===== src/verilog/usfp_pkg.sv =====
// shared constants and carrier types for the bridge slave fifo port
package usfp_pkg;
  localparam int DATA_W = 16;
  localparam int SEL_W = 2;
  localparam int NUM_EP = 4;
  localparam int FIFO_DEPTH = 8;
  localparam int PKT_BYTES = 512;
  localparam int PKT_WORDS = PKT_BYTES / (DATA_W / 8);
  localparam int PKT_CNT_W = $clog2(PKT_WORDS + 1);
  // register port
  localparam int REG_AW = 4;
  localparam int REG_DW = 16;
  localparam logic [REG_AW-1:0] REG_CTRL = 4'h0;
  localparam logic [REG_AW-1:0] REG_LEVEL = 4'h4;
  localparam logic [REG_AW-1:0] REG_STATUS = 4'h8;
  localparam logic [REG_AW-1:0] REG_SHORT = 4'hC;
  localparam logic [REG_DW-1:0] CTRL_RST = 16'h000C;
  localparam logic [REG_DW-1:0] LEVEL_RST = 16'h0004;
  localparam int STATUS_EMPTY_LSB = 0;
  localparam int STATUS_FULL_LSB = NUM_EP;

  // strobe and control bits, all active low
  typedef struct packed {
    logic rd_n;
    logic wr_n;
    logic oe_n;
    logic pkt_end_n;
  } usfp_ctl_t;

  // status of the selected fifo
  typedef struct packed {
    logic full;
    logic empty;
    logic prog;
  } usfp_flags_t;
endpackage


===== src/verilog/usfp_port.sv =====
// bridge-side slave fifo port: endpoint fifos, flags, strobes, usb side
//
// Notes on behaviour
// two-bit select picks the endpoint fifo
// full, empty, level flags for selected fifo
// four active-low control bits run handshake
// sixteen-bit shared two-way data bus
// one dedicated fifo per endpoint
// host-to-card payload lands in endpoint fifo
// card writes card-to-host fifo directly
// bridge fills out fifos unaided
// in data leaves when enough or committed
// two card fpgas share these lines
// host starts every transfer
// packets never exceed 512 bytes
// card reads command fifo until empty
// 256 words offered at once as packet; the port also commits a packet when the 8-word fifo fills
// packet-end line commits a short packet
// only one card fpga accesses at once
// idle card fpga floats its outputs; the card model floats only its data and keeps strobes and select driven
// select stable around every strobe
`timescale 1ns/1ps
`default_nettype none
module usfp_port #(
  parameter int NUM_EP = usfp_pkg::NUM_EP,
  parameter int DEPTH = usfp_pkg::FIFO_DEPTH,
  parameter int PKT_WORDS = usfp_pkg::PKT_WORDS
) (
  // clock and reset
  input wire logic clk,
  input wire logic rst_n,
  // card-side fifo port
  input wire logic [usfp_pkg::SEL_W-1:0] fifo_sel,
  input wire usfp_pkg::usfp_ctl_t ctl,
  output usfp_pkg::usfp_flags_t flags,
  input wire logic [usfp_pkg::DATA_W-1:0] data_in,
  output logic [usfp_pkg::DATA_W-1:0] data_out,
  output logic data_oe,
  // usb side, host-to-card words
  input wire logic usb_out_valid,
  input wire logic [usfp_pkg::SEL_W-1:0] usb_out_ep,
  input wire logic [usfp_pkg::DATA_W-1:0] usb_out_data,
  output logic usb_out_ready,
  // usb side, card-to-host packets
  input wire logic [usfp_pkg::SEL_W-1:0] usb_in_ep,
  input wire logic usb_in_ready,
  output logic usb_in_valid,
  output logic [usfp_pkg::DATA_W-1:0] usb_in_data,
  output logic usb_in_last,
  // register port
  input wire logic [usfp_pkg::REG_AW-1:0] reg_addr,
  input wire logic [usfp_pkg::REG_DW-1:0] reg_wdata,
  input wire logic reg_wr,
  input wire logic reg_rd,
  output logic [usfp_pkg::REG_DW-1:0] reg_rdata
);
  localparam int CW = $clog2(DEPTH + 1);
  localparam int DW = usfp_pkg::DATA_W;
  localparam int RW = usfp_pkg::REG_DW;

  typedef struct packed {
    logic [DW-1:0] dout;
    logic doe;
    usfp_pkg::usfp_flags_t flags;
    logic [RW-1:0] rdata;
    logic [NUM_EP-1:0] dir;
    logic [RW-1:0] level;
    logic [RW-1:0] short_cnt;
    logic out_ready;
    logic in_valid;
    logic [DW-1:0] in_data;
    logic in_last;
  } usfp_port_t;

  usfp_port_t s_ff;
  usfp_port_t nxt_s;

  logic [NUM_EP-1:0] f_push;
  logic [NUM_EP-1:0] f_pop;
  logic [NUM_EP-1:0] f_in_ready;
  logic [NUM_EP-1:0] f_out_valid;
  logic [NUM_EP-1:0] p_avail;
  logic [NUM_EP-1:0] p_last;
  logic [NUM_EP-1:0] p_short;
  logic [DW-1:0] f_in_data [NUM_EP];
  logic [DW-1:0] f_out_data [NUM_EP];
  logic [CW-1:0] f_count [NUM_EP];
  logic rd_take;
  logic in_take;
  logic [RW-1:0] status;

  // a read strobe only pops a host-to-card fifo that holds data
  assign rd_take = !ctl.rd_n && !s_ff.dir[fifo_sel] && f_out_valid[fifo_sel];
  // a word leaves only from a committed packet on the polled endpoint
  assign in_take = (!s_ff.in_valid || usb_in_ready) && s_ff.dir[usb_in_ep] &&
                   p_avail[usb_in_ep] && f_out_valid[usb_in_ep];

  genvar e;
  generate
    for (e = 0; e < NUM_EP; e++) begin : g_ep
      logic sel_hit;
      logic usb_hit;
      assign sel_hit = (fifo_sel == usfp_pkg::SEL_W'(e));
      assign usb_hit = (usb_out_ep == usfp_pkg::SEL_W'(e));
      // card writes in fifo
      assign f_push[e] = s_ff.dir[e] ? (sel_hit && !ctl.wr_n)
                                     : (usb_out_valid && s_ff.out_ready && usb_hit);
      // host payload queued
      assign f_in_data[e] = s_ff.dir[e] ? data_in : usb_out_data;
      assign f_pop[e] = s_ff.dir[e] ? (in_take && usb_in_ep == usfp_pkg::SEL_W'(e))
                                    : (sel_hit && rd_take);

      // fifo per endpoint
      usfp_fifo #(
        .WIDTH(DW),
        .DEPTH(DEPTH)
      ) u_fifo (
        .clk(clk),
        .rst_n(rst_n),
        .in_valid(f_push[e]),
        .in_ready(f_in_ready[e]),
        .in_data(f_in_data[e]),
        .out_valid(f_out_valid[e]),
        .out_ready(f_pop[e]),
        .out_data(f_out_data[e]),
        .count(f_count[e])
      );

      // commit on count
      usfp_pkt #(
        .PKT_WORDS(PKT_WORDS),
        .CW(usfp_pkg::PKT_CNT_W)
      ) u_pkt (
        .clk(clk),
        .rst_n(rst_n),
        .push(f_push[e] && f_in_ready[e] && s_ff.dir[e]),
        .pop(f_pop[e] && s_ff.dir[e]),
        .fifo_full(!f_in_ready[e] && s_ff.dir[e]),
        // packet end commits
        .commit_req(s_ff.dir[e] && sel_hit && !ctl.pkt_end_n),
        .avail(p_avail[e]),
        .last(p_last[e]),
        .short_evt(p_short[e])
      );
    end
  endgenerate

  always_comb begin
    nxt_s = s_ff;
    status = '0;
    status[usfp_pkg::STATUS_EMPTY_LSB +: NUM_EP] = ~f_out_valid;
    status[usfp_pkg::STATUS_FULL_LSB +: NUM_EP] = ~f_in_ready;

    // flags follow select
    // three status flags
    nxt_s.flags.full = !f_in_ready[fifo_sel];
    nxt_s.flags.empty = !f_out_valid[fifo_sel];
    nxt_s.flags.prog = (RW'(f_count[fifo_sel]) >= s_ff.level);

    // bus driven on oe
    nxt_s.doe = !ctl.oe_n && !s_ff.dir[fifo_sel];
    // read strobe pops
    if (rd_take) begin
      nxt_s.dout = f_out_data[fifo_sel];
    end

    // usb fills unaided; one spare slot covers the registered ready
    nxt_s.out_ready = !s_ff.dir[usb_out_ep] &&
                      (f_count[usb_out_ep] <= CW'(DEPTH - 2));

    // host polling drains
    // committed packet offered
    // packet length bounded
    // the packet-end mark only ever qualifies a word in flight
    if (s_ff.in_valid && usb_in_ready) begin
      nxt_s.in_valid = 1'b0;
      nxt_s.in_last = 1'b0;
    end
    if (in_take) begin
      nxt_s.in_valid = 1'b1;
      nxt_s.in_data = f_out_data[usb_in_ep];
      nxt_s.in_last = p_last[usb_in_ep];
    end

    // register writes
    if (reg_wr) begin
      case (reg_addr)
        usfp_pkg::REG_CTRL: nxt_s.dir = reg_wdata[NUM_EP-1:0];
        usfp_pkg::REG_LEVEL: nxt_s.level = reg_wdata;
        usfp_pkg::REG_SHORT: nxt_s.short_cnt = '0;
        default: nxt_s.dir = s_ff.dir;
      endcase
    end
    // short packets counted after any clear, so a new one is never lost
    for (int i = 0; i < NUM_EP; i++) begin
      nxt_s.short_cnt = RW'(nxt_s.short_cnt + RW'(p_short[i]));
    end

    // register reads answer next cycle, unmapped reads give zero
    nxt_s.rdata = '0;
    if (reg_rd) begin
      case (reg_addr)
        usfp_pkg::REG_CTRL: nxt_s.rdata = RW'(s_ff.dir);
        usfp_pkg::REG_LEVEL: nxt_s.rdata = s_ff.level;
        usfp_pkg::REG_STATUS: nxt_s.rdata = status;
        usfp_pkg::REG_SHORT: nxt_s.rdata = s_ff.short_cnt;
        default: nxt_s.rdata = '0;
      endcase
    end
  end

  always_ff @(posedge clk) begin
    if (!rst_n) begin
      s_ff <= '0;
      s_ff.flags.empty <= 1'b1;
      s_ff.dir <= usfp_pkg::CTRL_RST[NUM_EP-1:0];
      s_ff.level <= usfp_pkg::LEVEL_RST;
    end else begin
      s_ff <= nxt_s;
    end
  end

  assign flags = s_ff.flags;
  assign data_out = s_ff.dout;
  assign data_oe = s_ff.doe;
  assign usb_out_ready = s_ff.out_ready;
  assign usb_in_valid = s_ff.in_valid;
  assign usb_in_data = s_ff.in_data;
  assign usb_in_last = s_ff.in_last;
  assign reg_rdata = s_ff.rdata;
endmodule // usfp_port
`default_nettype wire


===== src/verilog/usfp_fifo.sv =====
// parameterised word fifo with valid/ready on both sides
`timescale 1ns/1ps
`default_nettype none
module usfp_fifo #(
  parameter int WIDTH = 16,
  parameter int DEPTH = 8
) (
  // clock and reset
  input wire logic clk,
  input wire logic rst_n,
  // fill side
  input wire logic in_valid,
  output logic in_ready,
  input wire logic [WIDTH-1:0] in_data,
  // drain side
  output logic out_valid,
  input wire logic out_ready,
  output logic [WIDTH-1:0] out_data,
  // occupancy
  output logic [$clog2(DEPTH+1)-1:0] count
);
  localparam int AW = (DEPTH > 1) ? $clog2(DEPTH) : 1;
  localparam int CW = $clog2(DEPTH + 1);

  typedef struct packed {
    logic [DEPTH-1:0][WIDTH-1:0] mem;
    logic [AW-1:0] wp;
    logic [AW-1:0] rp;
    logic [CW-1:0] cnt;
  } usfp_fifo_t;

  usfp_fifo_t s_ff;
  usfp_fifo_t nxt_s;
  logic do_wr;
  logic do_rd;

  assign in_ready = (s_ff.cnt != CW'(DEPTH));
  assign out_valid = (s_ff.cnt != '0);
  assign out_data = s_ff.mem[s_ff.rp];
  assign count = s_ff.cnt;
  assign do_wr = in_valid && in_ready;
  assign do_rd = out_ready && out_valid;

  // pointers wrap naturally, so depth must be a power of two
  always_comb begin
    nxt_s = s_ff;
    if (do_wr) begin
      nxt_s.mem[s_ff.wp] = in_data;
      nxt_s.wp = AW'(s_ff.wp + 1'b1);
    end
    if (do_rd) begin
      nxt_s.rp = AW'(s_ff.rp + 1'b1);
    end
    nxt_s.cnt = CW'(s_ff.cnt + CW'(do_wr) - CW'(do_rd));
  end

  always_ff @(posedge clk) begin
    if (!rst_n) begin
      s_ff <= '0;
    end else begin
      s_ff <= nxt_s;
    end
  end
endmodule // usfp_fifo
`default_nettype wire


===== src/verilog/usfp_pkt.sv =====
// packet commit tracker for one card-to-host endpoint
`timescale 1ns/1ps
`default_nettype none
module usfp_pkt #(
  parameter int PKT_WORDS = 256,
  parameter int CW = 9
) (
  // clock and reset
  input wire logic clk,
  input wire logic rst_n,
  // fifo events
  input wire logic push,
  input wire logic pop,
  input wire logic fifo_full,
  input wire logic commit_req,
  // packet state
  output logic avail,
  output logic last,
  output logic short_evt
);
  typedef struct packed {
    logic [CW-1:0] open_cnt;
    logic [CW-1:0] cmt_left;
    logic hold;
  } usfp_pkt_t;

  usfp_pkt_t s_ff;
  usfp_pkt_t nxt_s;
  logic [CW-1:0] open_next;
  logic commit;

  assign avail = (s_ff.cmt_left != '0);
  assign last = (s_ff.cmt_left == CW'(1));

  always_comb begin
    nxt_s = s_ff;
    short_evt = 1'b0;
    open_next = CW'(s_ff.open_cnt + CW'(push));
    // a full packet, or a fifo that can take no more, commits by itself
    commit = commit_req || (open_next == CW'(PKT_WORDS)) || fifo_full || s_ff.hold;
    if (pop && avail) begin
      nxt_s.cmt_left = CW'(s_ff.cmt_left - 1'b1);
    end
    nxt_s.open_cnt = open_next;
    // empty commits are dropped: no zero length packets
    if (commit && open_next != '0) begin
      if (nxt_s.cmt_left == '0) begin
        nxt_s.cmt_left = open_next;
        nxt_s.open_cnt = '0;
        nxt_s.hold = 1'b0;
        short_evt = (open_next < CW'(PKT_WORDS));
      end else begin
        nxt_s.hold = 1'b1;
      end
    end
  end

  always_ff @(posedge clk) begin
    if (!rst_n) begin
      s_ff <= '0;
    end else begin
      s_ff <= nxt_s;
    end
  end
endmodule // usfp_pkt
`default_nettype wire


===== config.mk =====
export PLATFORM = sky130hd
export DESIGN_NAME = usfp_port
export DESIGN_NICKNAME = d
export VERILOG_FILES = /design/src/verilog/usfp_pkg.sv /design/src/verilog/usfp_port.sv /design/src/verilog/usfp_fifo.sv /design/src/verilog/usfp_pkt.sv
export SDC_FILE = /design/constraint.sdc
export NUM_CORES = 2
export LEC_CHECK = 0
export BUFFER_PORTS_ARGS = -buffer_cell sky130_fd_sc_hd__clkbuf_2
export CAP_MARGIN = 30
export CORE_MARGIN = 4
export CORE_UTILIZATION = 52
export DETAILED_ROUTE_END_ITERATION = 10
export PLACE_DENSITY = 0.66
export SLEW_MARGIN = 20
export SYNTH_ARGS = -nofsm -noshare
export SYNTH_HDL_FRONTEND = slang
export SYNTH_SLANG_ARGS = --single-unit

===== constraint.sdc =====
create_clock -name clk -period 6.8 [get_ports clk]
set_input_delay 0.68 -clock clk [delete_from_list [all_inputs] [get_ports clk]]
set_output_delay 0.68 -clock clk [all_outputs]
set_load 0.005 [all_outputs]

==> flow_summary.ini <==
[place]
io_buffers = 122
hpwl_um = 59000
placed_cell_area_um2 = 33900
place_congestion = 0.847
dp_worst_setup_slack_ps = 892
place_inst = 4039

[sta]
max-slew-margin-rel = 0.296
worst_slack_ps = 1380
final.min_clock_period_ps = 5420
setup_viol = 0
clock.fmax_mhz = 185
worstMarginPinSlew_ps = 1030
final.period_utilization = 0.796
finalHoldViolations = 0
fin_setup_tns_ps = 0
holdWs_ps = 219
drv_slew = 0
clock_skew_ps = 26.6
rsz0062_at_grt = false

[clocking]
clkLatencyLatePin_ps = 630
clkTransAtPathRegs_ps = 60
cts_sinks = 719
cts_resized = 0
htree_levels = 3
clockBufferDepth = 3
root_buffer = clkbuf_16
cts_hold_buf = 0
post-cts-setup-buffers = 0
numCtsBuffers = 78
cts_tree = built

[logic_synthesis]
ys_warn_count = 0
synth_top_family_by_area = multiplexers
synthMuxAreaShare = 0.164
syn_inst = 3331
async_flop_share = 0
synth-seq-cells = 719
syn-num-nets = 3463
synthSimpleGateAreaFrac = 0.143
syn_area_um2 = 33000
yosysUniqueCellTypes = 81
synth_compound_area_frac = 0.155
synth-edff-count = 0
synth_flop_cell = dfxtp_1
synth.avg_cell_area_um2 = 9.89
synth-adder-area-share = 0.0259
ys_seq_area_frac = 0.437
synth_xor_area_frac = 0.0262

[cells_and_area]
final_cell_mix = dfxtp_1 (711), nor2_1 (664), a211oi_1 (548)
final_common_cell = dfxtp_1
layout.nets = 3411
layout-drive-gt1-share = 0.168
final-instance-count-excl-fill = 4186
design_area_um2 = 36600
insertedDiodeCount = 0
area_growth_pct = 11.0

[critical_path]
r2r_slack_ps = 1380
cp.required_ps = 7300
startpoint_type = flop
critPathMaxFanout = 25
worstPathArrival_ps = 5920
reg2reg_from = s_ff[51]
endpoint_kind = flop
crit_start = s_ff[51]
crit_type = reg2reg
timing.rr.end = s_ff[34]
r2r_cells = 20

[detailed_routing]
drtPass1Iterations = 5
viasPerCell = 6.10
wl_per_cell_um = 21.5
drc_errors = 0
antenna_left = 0
num_vias = 25539
first_iter_violations = 2355
drt_wl_total_um = 89900

[status]
status = complete, no violations

[floorplan]
num_io_pins = 123
rows = 92
fp.coreArea_um2 = 62900
dieHeight_um = 260
dieArea_um2 = 67500
start_util = 0.524
die_w_um = 260

[global_route]
grt.total_usage = 0.263
grt_first_pass_wirelength_um = 142000
overflow = 0
grt_max_degree = 165
antenna_found_initial = 0
grt_pass1_vias = 24750

[min_path]
hold_path.class = in2reg
holdPathStages = 2
hold-path-endpoint = data_oe
min-delay-start = ctl[1]

[pwr]
p_leak_uw = 0.0122
ir_drop_mv = 0.170
p_per_area_nw_per_um2 = 265

[run]
maxCapViolations = 0
## critical path, cell delays in order (launching register included)
cell	delay [ps]
dfxtp_2	320
buf_4	460
and3_1	310
ha_1	180
nand3_1	150
or3b_2	480
a2111oi_0	440
mux2_2	400
nor4b_4	160
nand3_2	170
nor2_1	90
fa_1	530
inv_1	60
fa_1	420
inv_1	100
a21oi_1	80
or2_2	320
nor2_1	260
nand4_1	160
xor2_1	150
nor2_1	50
## where the power goes
| part | switching [µW] | internal, µW |
|---|---|---|
| registers | 81.6 | 4310 |
| clock network | 1770 | 2570 |
| logic | 608 | 367 |
## cells in the mapped netlist, drive strengths merged, types with 7 or more instances
cell	count	area [µm²]
a21oi	40	200
and2	8	50.1
and3	37	231
buf	92	572
xor2	50	445
nor2b	8	50.1
nand2	126	475
inv	50	188
o21a	7	52.6
mux2i	152	1520
nor3b	27	214
o21ai	27	139
fa	7	140
o22ai	10	62.6
nand2b	14	95.1
mux4	172	3870
nor3	38	195
nor2	673	2530
or3	9	56.3
a211oi	550	4150
nor4	16	115
o31ai	13	108
clkbuf	229	860
nand3	52	278
xnor2	46	418
or4	10	86.3
nand4	16	106
a21o	8	60.1
ha	57	713
dfxtp	719	14400
a31oi	7	43.8
## through the flow
step,util,total power [µW]
2_1_floorplan,-,5150
3_3_place_gp,0.539,5420
3_5_place_dp,0.539,5450
4_1_cts,0.581,9760
5_1_grt,0.582,10000
6_report,0.582,9710
## kinds of logic after synthesis
kind of cell    count (synthesis)
simple gates                 1059
flops                         719
compound gates                695
buf+inv                       372
mux                           326
xor+xnor                       96
fa+ha+maj                      64
## how the worst max path moves through the flow
stage / to / slack [ps] / cells after the start
after detailed placement: s_ff[34] / 890 / 22
after CTS: s_ff[34] / 1410 / 20
after global routing: s_ff[34] / 890 / 22
final: s_ff[34] / 1380 / 20
after global placement: s_ff[33] / 980 / 23
after floorplan: s_ff[34] / 1330 / 22
## metal layers
metal  track usage  part of all wire
met4        0.0865             0.028
met2         0.420              0.47
met1         0.366              0.43
met5             0                 0
met3        0.0415             0.073
## cell type report
class	count	area, µm²
Inverter	51	199
Multi-Input combinational cell	2240	17100
Clock inverter	33	398
Clock buffer	108	2260
Timing Repair Buffer	189	1170
Sequential cell	719	14400
Fill cell	5304	26300
Tap cell	846	1060
## state kept, by name, indices dropped and copies added (netlist names)
name / cells
g_ep.u_fifo.s_ff: 536
data_oe: 1
flags: 3
s_ff: 36
g_ep.u_fifo.count: 16
usb_in_valid: 1
reg_rdata: 16
data_out: 16
usb_in_last: 1
g_ep.u_pkt.s_ff: 76
usb_in_data: 16
usb_out_ready: 1
Power figures use the tool's default switching activity.
